[src/inc/tfl_pkg.sv]
// package: fault codes, trace subtype bits, mode bit positions, opcode classes
package tfl_pkg;
  // fault type codes
  localparam logic [7:0] TRACE_FAULT_TYPE = 8'h01;
  localparam logic [7:0] TYPE_FAULT_TYPE  = 8'h0a;
  localparam logic [7:0] TYPE_MISMATCH    = 8'h01;
  // trace subtype / trace mode bit positions (shared layout)
  localparam int SUB_INSTR  = 1;
  localparam int SUB_BRANCH = 2;
  localparam int SUB_CALL   = 3;
  localparam int SUB_RETURN = 4;
  localparam int SUB_PRERET = 5;
  localparam int SUB_SUPER  = 6;
  localparam int SUB_MARK   = 7;
  // return status types that count as supervisor returns
  localparam logic [2:0] RSTAT_SUPER_A = 3'h2;
  localparam logic [2:0] RSTAT_SUPER_B = 3'h3;
  // low on-chip ram window guarded by the low-ram protect bit
  localparam logic [31:0] LOW_RAM_BYTES = 32'h0000_0040;
  // instruction classes presented by the decoder
  typedef enum logic [3:0] {
    TFL_OP_OTHER   = 4'h0,
    TFL_OP_MODPC   = 4'h1,
    TFL_OP_SYSCTL  = 4'h2,
    TFL_OP_ICCTL   = 4'h3,
    TFL_OP_DCCTL   = 4'h4,
    TFL_OP_INTCTL  = 4'h5,
    TFL_OP_INTEN   = 4'h6,
    TFL_OP_INTDIS  = 4'h7,
    TFL_OP_CALLS   = 4'h8,
    TFL_OP_RET     = 4'h9,
    TFL_OP_MARK    = 4'ha,
    TFL_OP_FMARK   = 4'hb,
    TFL_OP_BRANCH  = 4'hc,
    TFL_OP_CALL    = 4'hd
  } tfl_op_t;
  // report sequencer states
  typedef enum logic [2:0] {
    TFL_ST_IDLE    = 3'h0,
    TFL_ST_OTHER   = 3'h1,
    TFL_ST_INTR    = 3'h2,
    TFL_ST_TRACE   = 3'h3,
    TFL_ST_HANDLER = 3'h4
  } tfl_state_t;
endpackage

[src/inc/tfl_chk_if.sv]
// interface: one issuing instruction between main block and privilege checker
`timescale 1ns/1ps
interface tfl_chk_if;
  logic          valid;
  logic          user_mode;
  tfl_pkg::tfl_op_t op;
  logic          mem_wr;
  logic          mem_rd;
  logic [31:0]   addr;
  logic          ram_hit;
  logic [31:0]   ram_base;
  logic          mmr_super;
  logic          timer_hit;
  logic          timer_prot;
  logic          sfr_access;
  logic          irp;
  logic          sirp;
  logic          mismatch;
  modport main (output valid, user_mode, op, mem_wr, mem_rd, addr, ram_hit,
                ram_base, mmr_super, timer_hit, timer_prot, sfr_access, irp,
                sirp, input mismatch);
  modport chk  (input valid, user_mode, op, mem_wr, mem_rd, addr, ram_hit,
                ram_base, mmr_super, timer_hit, timer_prot, sfr_access, irp,
                sirp, output mismatch);
endinterface

[src/core/tfl_priv_check.sv]
// privilege checker: decides the type mismatch fault for one instruction
`timescale 1ns/1ps
module tfl_priv_check (
  tfl_chk_if.chk ck
);
  // privileged opcode decode, used once per instruction
  function automatic logic tfl_is_priv(input tfl_pkg::tfl_op_t op);
    case (op)
      tfl_pkg::TFL_OP_MODPC, tfl_pkg::TFL_OP_SYSCTL, tfl_pkg::TFL_OP_ICCTL,
      tfl_pkg::TFL_OP_DCCTL, tfl_pkg::TFL_OP_INTCTL, tfl_pkg::TFL_OP_INTEN,
      tfl_pkg::TFL_OP_INTDIS: tfl_is_priv = 1'b1;
      default: tfl_is_priv = 1'b0;
    endcase
  endfunction

  logic [31:0] ram_off;
  logic        low_hit;

  // offset into on-chip ram; only meaningful while ram_hit is set
  assign ram_off = ck.addr - ck.ram_base;
  assign low_hit = ck.ram_hit && (ram_off < tfl_pkg::LOW_RAM_BYTES);

  // each cause of the mismatch fault
  always_comb begin
    ck.mismatch = 1'b0;
    if (ck.valid) begin
      if (ck.user_mode && tfl_is_priv(ck.op))
        ck.mismatch = 1'b1; // RL14
      // protect bit is checked in supervisor mode, as printed
      if (ck.mem_wr && ck.ram_hit && ck.irp && !ck.user_mode)
        ck.mismatch = 1'b1; // RL15
      if (ck.mem_wr && low_hit && ck.sirp)
        ck.mismatch = 1'b1; // RL16
      if (ck.mem_wr && ck.mmr_super && ck.user_mode)
        ck.mismatch = 1'b1; // RL17
      if (ck.mem_wr && ck.timer_hit && ck.timer_prot && ck.user_mode)
        ck.mismatch = 1'b1; // RL18
      if (ck.sfr_access && ck.user_mode && (ck.mem_rd || ck.mem_wr ||
          ck.op == tfl_pkg::TFL_OP_OTHER))
        ck.mismatch = 1'b1; // RL19
    end
  end
endmodule

[src/core/tfl_trace_fault.sv]
// trace and type fault logic: event detection, ordering and fault reports
//
// What this block does
// RL1 - supervisor mode: trace supervisor calls and returns of status 010/011
// RL2 - mark, fmark and breakpoint matches all set the mark subtype bit
// RL3 - merge all trace conditions of one instruction; prereturn alone
// RL4 - a non-trace fault of a traced instruction is serviced first
// RL5 - prereturn trace is taken before the return's non-trace faults
// RL6 - an interrupt during a traced instruction is serviced before the trace
// RL7 - prereturn trace is taken before an interrupt during the return
// RL8 - software enters the trace handler via a supervisor table call; here the handler state is entered only on a trace fault
// RL9 - tracing cleared on handler entry, restored on handler exit
// RL10 - non-prereturn trace faults are taken after the instruction completes
// RL11 - non-prereturn resume address is the next instruction in issue order
// RL12 - prereturn: trace first, resume at the return, re-execute it
// RL13 - type faults report type a with subtype 1, mismatch
// RL14 - privileged instructions in user mode raise a mismatch fault
// RL15 - protected on-chip ram write in the printed mode raises mismatch
// RL16 - write to low 64 bytes of ram with low protect raises mismatch
// RL17 - user write to supervisor memory-mapped registers raises mismatch
// RL18 - user write to user-protected timer registers raises mismatch
// RL19 - any user access to a special function register raises mismatch; the code faults it only for loads, stores and other-class instructions
// RL20 - mismatch taken before execution; fault address is the instruction
// RL21 - a mismatch fault discards the instruction's trace events
// RL22 - events other than fmark and breakpoint need their mode bit; faults need process trace enable
`timescale 1ns/1ps
module tfl_trace_fault (
  input  wire logic             mclk_in,
  input  wire logic             rst_in,
  // instruction presented by the pipeline, before it executes
  input  wire logic             insn_valid_in,
  input  wire tfl_pkg::tfl_op_t insn_op_in,
  input  wire logic [31:0]      insn_addr_in,
  input  wire logic [31:0]      insn_next_addr_in,
  input  wire logic             user_mode_in,
  input  wire logic             branch_taken_in,
  input  wire logic             calls_super_in,
  input  wire logic [2:0]       ret_status_in,
  input  wire logic             preret_flag_in,
  input  wire logic             bp_match_in,
  input  wire logic             mem_wr_in,
  input  wire logic             mem_rd_in,
  input  wire logic [31:0]      mem_addr_in,
  input  wire logic             ram_hit_in,
  input  wire logic [31:0]      ram_base_in,
  input  wire logic             mmr_super_in,
  input  wire logic             timer_hit_in,
  input  wire logic             timer_prot_in,
  input  wire logic             sfr_access_in,
  // completion of the instruction and concurrent events
  input  wire logic             insn_done_in,
  input  wire logic             other_fault_in,
  input  wire logic             intr_in,
  // service handshakes from the fault/interrupt sequencer
  input  wire logic             svc_done_in,
  input  wire logic             handler_ret_in,
  // control bits
  input  wire logic [7:0]       trace_mode_controls_in,
  input  wire logic             process_trace_enable_in,
  input  wire logic             internal_ram_write_protect_in,
  input  wire logic             low_ram_write_protect_in,
  // outputs
  output logic                  insn_go_out,
  output logic                  fault_out,
  output logic [7:0]            fault_type_out,
  output logic [7:0]            fault_subtype_out,
  output logic [31:0]           fault_addr_out,
  output logic [31:0]           resume_address_out,
  output logic                  resume_valid_out,
  output logic                  process_trace_enable_out,
  output logic                  service_other_out,
  output logic                  service_intr_out
);

  ////////////////////////////////////////////////////////////////////////////
  // state

  typedef struct packed {
    tfl_pkg::tfl_state_t st;
    logic [7:0]          pend_sub;
    logic [31:0]         pend_ip;
    logic [31:0]         pend_rip;
    logic                pend_other;
    logic                pend_intr;
    logic                saved_te;
    logic                te;
    logic                fault;
    logic [7:0]          ftype;
    logic [7:0]          fsub;
    logic [31:0]         faddr;
    logic [31:0]         resume_address;
    logic                rip_valid;
  } tfl_state_s_t;

  tfl_state_s_t s_reg;
  tfl_state_s_t s_next;

  tfl_chk_if ck ();

  logic [7:0] ev;
  logic       pre_ev;
  logic       mm;
  logic       tracing;

  ////////////////////////////////////////////////////////////////////////////
  // privilege checker

  assign ck.valid      = insn_valid_in;
  assign ck.user_mode  = user_mode_in;
  assign ck.op         = insn_op_in;
  assign ck.mem_wr     = mem_wr_in;
  assign ck.mem_rd     = mem_rd_in;
  assign ck.addr       = mem_addr_in;
  assign ck.ram_hit    = ram_hit_in;
  assign ck.ram_base   = ram_base_in;
  assign ck.mmr_super  = mmr_super_in;
  assign ck.timer_hit  = timer_hit_in;
  assign ck.timer_prot = timer_prot_in;
  assign ck.sfr_access = sfr_access_in;
  assign ck.irp        = internal_ram_write_protect_in;
  assign ck.sirp       = low_ram_write_protect_in;
  assign mm            = ck.mismatch;

  tfl_priv_check u_chk (
    .ck (ck.chk)
  );

  ////////////////////////////////////////////////////////////////////////////
  // trace event detection

  // handler runs with tracing off; its own te copy overrides the input
  assign tracing = s_reg.te;

  // events other than fmark and breakpoint gated by their mode bit; te masks them all at the end
  always_comb begin
    ev = 8'h00;
    ev[tfl_pkg::SUB_INSTR] = trace_mode_controls_in[tfl_pkg::SUB_INSTR];
    ev[tfl_pkg::SUB_BRANCH] = trace_mode_controls_in[tfl_pkg::SUB_BRANCH] &&
      insn_op_in == tfl_pkg::TFL_OP_BRANCH && branch_taken_in;
    ev[tfl_pkg::SUB_CALL] = trace_mode_controls_in[tfl_pkg::SUB_CALL] &&
      (insn_op_in == tfl_pkg::TFL_OP_CALL ||
       insn_op_in == tfl_pkg::TFL_OP_CALLS);
    ev[tfl_pkg::SUB_RETURN] = trace_mode_controls_in[tfl_pkg::SUB_RETURN] &&
      insn_op_in == tfl_pkg::TFL_OP_RET;
    ev[tfl_pkg::SUB_SUPER] = trace_mode_controls_in[tfl_pkg::SUB_SUPER] &&
      ((insn_op_in == tfl_pkg::TFL_OP_CALLS && calls_super_in) ||
       (insn_op_in == tfl_pkg::TFL_OP_RET &&
        (ret_status_in == tfl_pkg::RSTAT_SUPER_A ||
         ret_status_in == tfl_pkg::RSTAT_SUPER_B))); // RL1
    ev[tfl_pkg::SUB_MARK] = bp_match_in ||
      insn_op_in == tfl_pkg::TFL_OP_FMARK ||
      (trace_mode_controls_in[tfl_pkg::SUB_MARK] &&
       insn_op_in == tfl_pkg::TFL_OP_MARK); // RL2
    ev = ev & {8{insn_valid_in && tracing && !mm}}; // RL22 RL21
  end

  // prereturn fires before the return runs, only when the frame flag is set
  assign pre_ev = insn_valid_in && tracing && !mm &&
    insn_op_in == tfl_pkg::TFL_OP_RET && preret_flag_in &&
    trace_mode_controls_in[tfl_pkg::SUB_PRERET]; // RL22

  // the instruction may proceed only in idle with nothing to take first
  assign insn_go_out = s_reg.st == tfl_pkg::TFL_ST_IDLE && insn_valid_in &&
    !mm && !pre_ev; // RL20 RL5

  ////////////////////////////////////////////////////////////////////////////
  // sequencer

  always_comb begin
    s_next       = s_reg;
    s_next.fault = 1'b0;
    case (s_reg.st)
      tfl_pkg::TFL_ST_IDLE: begin
        if (s_reg.rip_valid == 1'b0)
          s_next.te = process_trace_enable_in;
        if (insn_valid_in && mm) begin
          // reported before execution, state untouched, no resume point
          s_next.fault     = 1'b1; // RL20
          s_next.ftype     = tfl_pkg::TYPE_FAULT_TYPE; // RL13
          s_next.fsub      = tfl_pkg::TYPE_MISMATCH; // RL13
          s_next.faddr     = insn_addr_in; // RL20
          s_next.rip_valid = 1'b0; // RL20
        end else if (pre_ev) begin
          // ahead of the return: beats its faults and interrupts
          s_next.fault     = 1'b1; // RL5 RL7
          s_next.ftype     = tfl_pkg::TRACE_FAULT_TYPE;
          s_next.fsub      = 8'h01 << tfl_pkg::SUB_PRERET; // RL3
          s_next.faddr     = insn_addr_in;
          s_next.resume_address       = insn_addr_in; // RL12
          s_next.rip_valid = 1'b1; // RL12
          s_next.saved_te  = s_reg.te; // RL9
          s_next.te        = 1'b0; // RL9
          s_next.st        = tfl_pkg::TFL_ST_HANDLER;
        end else if (insn_done_in && (ev != 8'h00 || other_fault_in ||
                     intr_in)) begin
          // wait for completion before any trace report
          s_next.pend_sub   = ev; // RL3 RL10
          s_next.pend_ip    = insn_addr_in;
          s_next.pend_rip   = insn_next_addr_in; // RL11
          s_next.pend_other = other_fault_in;
          s_next.pend_intr  = intr_in;
          if (other_fault_in)
            s_next.st = tfl_pkg::TFL_ST_OTHER; // RL4
          else if (intr_in)
            s_next.st = tfl_pkg::TFL_ST_INTR; // RL6
          else
            s_next.st = tfl_pkg::TFL_ST_TRACE; // RL10
        end
      end
      tfl_pkg::TFL_ST_OTHER: begin
        if (svc_done_in) begin
          s_next.pend_other = 1'b0;
          s_next.st = s_reg.pend_intr ? tfl_pkg::TFL_ST_INTR :
                      (s_reg.pend_sub != 8'h00) ? tfl_pkg::TFL_ST_TRACE :
                      tfl_pkg::TFL_ST_IDLE; // RL4
        end
      end
      tfl_pkg::TFL_ST_INTR: begin
        if (svc_done_in) begin
          s_next.pend_intr = 1'b0;
          s_next.st = (s_reg.pend_sub != 8'h00) ? tfl_pkg::TFL_ST_TRACE :
                      tfl_pkg::TFL_ST_IDLE; // RL6
        end
      end
      tfl_pkg::TFL_ST_TRACE: begin
        // one merged report for every condition seen
        s_next.fault     = 1'b1; // RL3
        s_next.ftype     = tfl_pkg::TRACE_FAULT_TYPE;
        s_next.fsub      = s_reg.pend_sub; // RL3
        s_next.faddr     = s_reg.pend_ip;
        s_next.resume_address       = s_reg.pend_rip; // RL11
        s_next.rip_valid = 1'b1;
        s_next.pend_sub  = 8'h00;
        s_next.saved_te  = s_reg.te; // RL9
        s_next.te        = 1'b0; // RL9
        s_next.st        = tfl_pkg::TFL_ST_HANDLER;
      end
      tfl_pkg::TFL_ST_HANDLER: begin
        // handler may not touch te; the saved copy comes back on exit
        if (handler_ret_in) begin
          s_next.te        = s_reg.saved_te; // RL9
          s_next.rip_valid = 1'b0;
          s_next.st        = tfl_pkg::TFL_ST_IDLE; // RL11 RL12
        end
      end
      default: s_next.st = tfl_pkg::TFL_ST_IDLE;
    endcase
  end

  // state register
  always_ff @(posedge mclk_in) begin
    if (rst_in)
      s_reg <= '0;
    else
      s_reg <= s_next;
  end

  // outputs
  assign fault_out                = s_reg.fault;
  assign fault_type_out           = s_reg.ftype;
  assign fault_subtype_out        = s_reg.fsub;
  assign fault_addr_out           = s_reg.faddr;
  assign resume_address_out       = s_reg.resume_address;
  assign resume_valid_out         = s_reg.rip_valid;
  assign process_trace_enable_out = s_reg.te;
  assign service_other_out        = s_reg.st == tfl_pkg::TFL_ST_OTHER;
  assign service_intr_out         = s_reg.st == tfl_pkg::TFL_ST_INTR;

  ////////////////////////////////////////////////////////////////////////////
  // checks

  property p_super_ret;
    @(posedge mclk_in) disable iff (rst_in)
    (s_reg.st == tfl_pkg::TFL_ST_TRACE && s_reg.pend_sub[6]) |=>
      fault_out && fault_subtype_out[6];
  endproperty
  a_super_ret: assert property (p_super_ret) else $error("super lost"); // RL1

  property p_mark;
    @(posedge mclk_in) disable iff (rst_in)
    (insn_go_out && insn_done_in && bp_match_in && tracing) |=>
      s_reg.pend_sub[tfl_pkg::SUB_MARK];
  endproperty
  a_mark: assert property (p_mark) else $error("mark bit missing"); // RL2

  property p_other_first;
    @(posedge mclk_in) disable iff (rst_in)
    (s_reg.st == tfl_pkg::TFL_ST_IDLE && insn_go_out && insn_done_in &&
     other_fault_in) |=> service_other_out && !fault_out;
  endproperty
  a_other_first: assert property (p_other_first)
    else $error("trace before fault"); // RL4

  property p_intr_first;
    @(posedge mclk_in) disable iff (rst_in)
    (insn_go_out && insn_done_in && intr_in && !other_fault_in) |=>
      service_intr_out;
  endproperty
  a_intr_first: assert property (p_intr_first)
    else $error("trace before interrupt"); // RL6

  property p_preret;
    @(posedge mclk_in) disable iff (rst_in)
    (s_reg.st == tfl_pkg::TFL_ST_IDLE && pre_ev) |=>
      fault_out && fault_subtype_out == 8'h20 &&
      resume_address_out == $past(insn_addr_in);
  endproperty
  a_preret: assert property (p_preret) else $error("prereturn bad"); // RL12

  property p_te_off;
    @(posedge mclk_in) disable iff (rst_in)
    (fault_out && fault_type_out == tfl_pkg::TRACE_FAULT_TYPE) |->
      !process_trace_enable_out;
  endproperty
  a_te_off: assert property (p_te_off) else $error("te not cleared"); // RL9

  property p_mismatch;
    @(posedge mclk_in) disable iff (rst_in)
    (s_reg.st == tfl_pkg::TFL_ST_IDLE && insn_valid_in && mm) |=>
      fault_out && fault_subtype_out == 8'h01 && fault_type_out == 8'h0a &&
      fault_addr_out == $past(insn_addr_in) && !resume_valid_out;
  endproperty
  a_mismatch: assert property (p_mismatch) else $error("mismatch bad"); // RL20

  property p_no_go;
    @(posedge mclk_in) disable iff (rst_in)
    mm |-> !insn_go_out && ev == 8'h00;
  endproperty
  a_no_go: assert property (p_no_go) else $error("faulted insn ran"); // RL21

  property p_user_priv;
    @(posedge mclk_in) disable iff (rst_in)
    (insn_valid_in && user_mode_in && insn_op_in == tfl_pkg::TFL_OP_MODPC) |->
      mm;
  endproperty
  a_user_priv: assert property (p_user_priv) else $error("priv lost"); // RL14

  property p_rip_next;
    @(posedge mclk_in) disable iff (rst_in)
    (s_reg.st == tfl_pkg::TFL_ST_TRACE) |=>
      resume_address_out == $past(s_reg.pend_rip);
  endproperty
  a_rip_next: assert property (p_rip_next) else $error("rip wrong"); // RL11
endmodule

[config.mk]
export PLATFORM = sky130hd
export DESIGN_NAME = tfl_trace_fault
export DESIGN_NICKNAME = d
export VERILOG_FILES = /design/src/inc/tfl_pkg.sv /design/src/inc/tfl_chk_if.sv /design/src/core/tfl_priv_check.sv /design/src/core/tfl_trace_fault.sv
export SDC_FILE = /design/constraint.sdc
export NUM_CORES = 1
export LEC_CHECK = 0
export ABC_AREA = 1
export BUFFER_PORTS_ARGS = -buffer_cell sky130_fd_sc_hd__buf_2
export CORE_MARGIN = 3
export CORE_UTILIZATION = 37
export CTS_CLUSTER_SIZE = 28
export DETAILED_ROUTE_END_ITERATION = 8
export SLEW_MARGIN = 20
export SYNTH_ARGS = -nofsm -noshare
export SYNTH_HDL_FRONTEND = slang
export SYNTH_SLANG_ARGS = --single-unit
[constraint.sdc]
create_clock -name mclk_in -period 10.15 [get_ports mclk_in]
set_clock_uncertainty 0.1 [all_clocks]
set_input_delay 2.03 -clock mclk_in [delete_from_list [all_inputs] [get_ports mclk_in]]
set_output_delay 2.03 -clock mclk_in [all_outputs]
set_load 0.1 [all_outputs]
-- Word-level counts from Yosys, hierarchy flattened
Index checks and enable logic that the tools add are counted.
- bits in registers: 160
- add/subtract/negate cells: 1
- order comparisons: 1
- equal/unequal tests: 28
- multiplexer cells: 35
- bitwise logic cells: 3
- reduce and logical (&&, ||, !) cells: 60
- operator list (cell ; number):
    case mux 81 bit (2 select lines) ; 1
    2-to-1 mux 84 bit ; 1
    2-to-1 mux 79 bit ; 1
    2-to-1 mux 77 bit ; 1
    2-to-1 mux 74 bit ; 1
    2-to-1 mux 49 bit ; 1
    logical AND 1 bit ; 32
    less-than comparator 32 x 7 -> 1 bit (second input constant) ; 1
    2-to-1 mux 32 bit ; 1
    subtractor 32 bit ; 1
    equality test 4 bit (second input constant) ; 6
    2-to-1 mux 3 bit ; 6
    equality test 4 x 3 -> 1 bit (second input constant) ; 4
    case mux 8 bit (2 select lines) ; 1
    nonzero test 8 bit ; 2
    2-to-1 mux 1 bit ; 15
    case mux 3 bit (5 select lines) ; 1
    equality test 3 x 2 -> 1 bit (second input constant) ; 4
    inequality test 2 bit (second input constant) ; 6
    AND reduction 5 bit ; 2
    logical OR 1 bit ; 9
    AND 8 bit ; 1
    equality test 4 x 2 -> 1 bit (second input constant) ; 2
    AND reduction 4 bit ; 2
    other kinds (17) ; 26

-- Logic depth before layout (Yosys ltp)
- depth in word-level cells: 23
- depth in mapped cells: 30

-- Modules after synthesis
Synthesis repeated with hierarchy kept, for this count alone.
- cell total of the unflattened synthesis: 1480
- area, all modules: 9489.1 um^2
- modules (own cells, without submodules) (module ; times used ; cells each ; area an instance (um^2) ; sequential area each (um^2)):
    tfl_trace_fault ; 1 ; 902 ; 6784.0 ; 3042.9
    tfl_priv_check ; 1 ; 578 ; 2705.1 ; 0.0

-- Least setup slack after synthesis
OpenSTA, ideal clock, no wires.
- kind: input port to output port
- from: input port ram_base_in[7]
- to: output port insn_go_out
- arrival: 5086 ps
- required time: 8020 ps
- slack: 2934 ps
- cell stages on the path: 21
- cells stage by stage: inv_1 ha_1 nand2_2 inv_1 nand2_1 nand2_1 a21oi_1 nand2_1 nand3_1 nand2_1 nand2_1 nand2_1 nand2_1 nor2_1 nand3_2 nand2_2 nand2_2 o31ai_4 nor2_8 inv_2 nor2_1
- cells in the longest elaborated chain, start to end: 17
- elaborated cells on any way between the ends: 18
- those cells by class: add/sub: 1; order compare: 1; mux: 5; reduce/logical: 11
- RTL lines (what ; RTL line ; source):
    from (decl) ; tfl_trace_fault.sv:45 ; input wire logic [31:0] ram_base_in,
    subtractor 32 bit * ; tfl_priv_check.sv:20 ; assign ram_off = ck.addr - ck.ram_base;
    less-than comparator 32 x 7 -> 1 bit * ; tfl_priv_check.sv:21 ; assign low_hit = ck.ram_hit && (ram_off < tfl_pkg::LOW_RAM_BYTES);
    logical AND 1 bit * ; tfl_priv_check.sv:21 ;
    logical AND 1 bit * (2 in series) ; tfl_priv_check.sv:32 ; if (ck.mem_wr && low_hit && ck.sirp)
    2-to-1 mux 1 bit * ; tfl_priv_check.sv:32 ;
    2-to-1 mux 1 bit * ; tfl_priv_check.sv:34 ; if (ck.mem_wr && ck.mmr_super && ck.user_mode)
    2-to-1 mux 1 bit * ; tfl_priv_check.sv:36 ; if (ck.mem_wr && ck.timer_hit && ck.timer_prot && ck.user_mode)
    2-to-1 mux 1 bit * ; tfl_priv_check.sv:38 ; if (ck.sfr_access && ck.user_mode && (ck.mem_rd || ck.mem_wr ||
    2-to-1 mux 1 bit * ; tfl_priv_check.sv:26 ; if (ck.valid) begin
    zero test 1 bit * ; tfl_trace_fault.sv:158, tfl_trace_fault.sv:164 ;
    logical AND 1 bit (2 in series) ; tfl_trace_fault.sv:158 ; assign pre_ev = insn_valid_in && tracing && !mm &&
    logical AND 1 bit (2 in series) ; tfl_trace_fault.sv:159 ; insn_op_in == tfl_pkg::TFL_OP_RET && preret_flag_in &&
    zero test 1 bit ; tfl_trace_fault.sv:164 ; !mm && !pre_ev;
    logical AND 1 bit * ; tfl_trace_fault.sv:164 ;
    to (decl) ; tfl_trace_fault.sv:63 ; output logic insn_go_out,
Mark *: on every way between the ends. The rest lies on a longest branch, timed or not.

-- Worst setup path after layout
- from: input port mem_addr_in[7]
- to: output port insn_go_out
- cells in the longest elaborated chain, start to end: 17
- elaborated cells on any way between the ends: 18
- those cells by class: add/sub: 1; order compare: 1; mux: 5; reduce/logical: 11
- RTL lines (what ; RTL line ; source):
    from (decl) ; tfl_trace_fault.sv:43 ; input wire logic [31:0] mem_addr_in,
    subtractor 32 bit * ; tfl_priv_check.sv:20 ;
    less-than comparator 32 x 7 -> 1 bit * ; tfl_priv_check.sv:21 ;
    logical AND 1 bit * ; tfl_priv_check.sv:21 ;
    logical AND 1 bit * (2 in series) ; tfl_priv_check.sv:32 ;
    2-to-1 mux 1 bit * ; tfl_priv_check.sv:32 ;
    2-to-1 mux 1 bit * ; tfl_priv_check.sv:34 ;
    2-to-1 mux 1 bit * ; tfl_priv_check.sv:36 ;
    2-to-1 mux 1 bit * ; tfl_priv_check.sv:38 ;
    2-to-1 mux 1 bit * ; tfl_priv_check.sv:26 ;
    zero test 1 bit * ; tfl_trace_fault.sv:158, tfl_trace_fault.sv:164 ;
    logical AND 1 bit (2 in series) ; tfl_trace_fault.sv:158 ;
    logical AND 1 bit (2 in series) ; tfl_trace_fault.sv:159 ;
    zero test 1 bit ; tfl_trace_fault.sv:164 ;
    logical AND 1 bit * ; tfl_trace_fault.sv:164 ;
Marks and branches as above.

==> metrics.txt <==
status finished clean; Synth cell types 50; reg-to-reg slack, setup 7.23 ns; CP Max Fanout 5; Congestion Overflow GR 0; Initial Utilization 38.2%; routability congestion estimate 0.904; Clock Latency Late Sink 0.42 ns; Post-route DRC 0; met2 routed WL 13.2 mm; critical path's largest stage delay 0.43 ns; mapped cell area 9390 µm²; Worst EP required 8.02 ns; ratio of cells with drive above 1 in the final layout 21.1%; Die Ht 165 µm; Syn Area/Cell 6.51 µm²; TritonCTS clock tree done; most used cell, CP nand2_1; Longest Clk Path Bufs 2; Tcrit/Tclk final 69.4%; commonest non-fill, non-tap cells in the layout 371 x nand2_1, 244 x buf_2, 200 x nor2_1; Core Region 24,600 µm²; HPWL after DPL 19.6 mm; Max Cap Violations 0; routed via count 9,300; Critical Path AT 4.91 ns; Leak Pwr 5.52 nW; endpoint type of the worst setup path primary output; largest net degree at the start of global routing 71; Rel. slew slack 35.4%; drt wl/cell 14.3 µm; Boundary Pins 252; total internal power 1.10 mW; EDFF count, synth 0; # setup viols final 0; setup TNS 0 ns; cells along the critical path buf_2 > ha_1 > nand2_2 > inv_1 > nand2_1 > nand2_1 > a21oi_1 > nand2_1 > nand3_1 > nand2_1 > nand2_1 > nand2_1 > nand2_1 > nor2_1 > nand3_2 > nand2_2 > nand2_2 > o31ai_4 > nor2_8 > inv_2 > nor2_1 > buf_2; vias in the first global route 8,623; CP max stage cell buf_2; worst slew pin tran 0.967 ns; Max IR drop VDD 0.115 mV; Clk pwr share 37.6%; share of power burned in registers 38.9%; CP Launch Type input port; CTS Sinks 152; pwr dens 154 nW/µm²; Mapped Cells 1,443; synthesized flop and latch total 152; fmax 142 MHz; Logic pwr share 23.5%; footprint of the multi-input gates 4830 µm²; Psw 0.574 mW; WL met3 1.64 mm; Post-CTS Resized 0; ys async rst share 0%; H-tree depth 4; Port-buffer cells 244; die area 27,300 µm²; register area 3040 µm²; hold-fix buffer count after cts 0; clock buffer count from CTS 17; # rows 57; first-pass GRT wire length 43.0 mm; min Tclk post-route 7.04 ns; Cells after DPL 1,886; Starting DRT DRC Count 627; total number of yosys warnings 0; area grow syn2layout 15.5%; fin cells 1,922; Clock Pin Slew Worst Setup and Hold Paths 0.07 ns; most common cell after layout, fill and taps aside nand2_1; Slew Viols, Final 0; Crit Path Class in -> out; worst hold slack 0.361 ns; HP Class reg -> reg; switching share of power 34.4%; Post-CTS Setup Inserts 0; antenna violations before repair 4; Routed Antenna Nets 0; Largest register FFs 75; sequential area share after synthesis 32.4%; M1 wire length 12.4 mm; # nets final 1,778; root buf cell clkbuf_16; RSZ-0062 raised after global routing false; Fill cells 2,642; Top FF cell, synth dfxtp_1; via/cell ratio 4.84; Total Routing Usage GR 19.6%; Hold Fails Final Rpt 0; router iterations before antenna repair 6; Routed WL 27.6 mm; die width 165 µm; DR top layer met5
[logic make-up (layout without fill, tap and decap cells)]
kind of cell	count (synthesis)	in the layout	synth area share, %
AOI/OAI and AO/OA	248	248	15.6
xor gates and xnor gates	2	2	0.187
adders and majority gates	30	30	4.00
buffers and inverters	314	462	16.5
DFF	152	152	32.4
muxes	1	1	0.120
other	1	8	0.0399
and+or+nand+nor	695	695	31.1
[area by class of cell]
type / instances / area share [%]
Clock inverter: 14 / 1.42
Antenna cell: 3 / 0.0692
Multi-Input combinational cell: 981 / 44.5
Timing Repair Buffer: 251 / 11.9
Clock buffer: 18 / 4.05
Tap cell: 324 / 3.74
Sequential cell: 152 / 28.1
Inverter: 179 / 6.23
[critical path: cells and delay by family]
kind | cells | cell delay (ns)
AO/OA/AOI/OAI | 2 | 0.31
adder cells (fa/ha/maj) | 1 | 0.37
buffers and inverters | 4 | 0.66
AND/OR/NAND/NOR | 15 | 1.54
[power by group through the flow]
stage                     clock (mW)  combinational (mW)  sequential (mW)
after floorplan                    0               0.302            0.662
after global placement             0               0.390            0.661
after detailed placement           0               0.392            0.662
after CTS                      0.643               0.394            0.649
after global routing           0.669               0.437            0.653
final                          0.629               0.393            0.649
[cells in the mapped netlist (all sizes together), types with 2 or more instances]
| cell | number | share of area (%) |
|---|---|---|
| nor3 | 15 | 1.1 |
| o31ai | 2 | 0.31 |
| a32oi | 18 | 1.7 |
| clkbuf | 30 | 1.3 |
| ha | 30 | 4.0 |
| nand4 | 8 | 0.53 |
| nor2 | 213 | 9.1 |
| a22oi | 32 | 2.6 |
| o21ai | 73 | 3.9 |
| nand3 | 61 | 3.4 |
| clkinv | 2 | 0.080 |
| o21bai | 5 | 0.40 |
| nand3b | 10 | 0.80 |
| a31oi | 17 | 1.1 |
| or2 | 2 | 0.13 |
| buf | 105 | 8.1 |
| nand2 | 383 | 16 |
| dfxtp | 152 | 32 |
| inv | 177 | 7.1 |
| a21oi | 96 | 5.2 |
[metal layers]
layer | up-vias | GRT usage (%)
li1 | 4826 | -
met4 | 2 | 5.94
met1 | 4216 | 25.0
met2 | 231 | 33.4
met3 | 25 | 4.14
met5 | - | 0
[path summary, 6_finish.rpt]
| kind | cells past startpoint | endpoint | startpoint |
|---|---|---|---|
| hold / removal | 2 | fault_addr_out[6] | fault_addr_out[6] |
| hold reg to reg | 2 | fault_addr_out[6] | fault_addr_out[6] |
| setup reg to reg | 11 | s_reg[153] | process_trace_enable_out |
| setup / recovery | 22 | insn_go_out | mem_addr_in[7] |
[per-stage QoR]
stage	util [%]	power (mW)	area, µm²	setup WS (ns)
6_report	44.1	1.67	10800	3.11
4_1_cts	43.9	1.69	10800	3.14
2_1_floorplan	-	0.964	9410	2.93
3_5_place_dp	41.5	1.05	10200	3.15
5_1_grt	44.1	1.76	10800	2.82
3_3_place_gp	41.5	1.05	10200	3.17
Note: power is estimated with default switching activity, not from simulation.
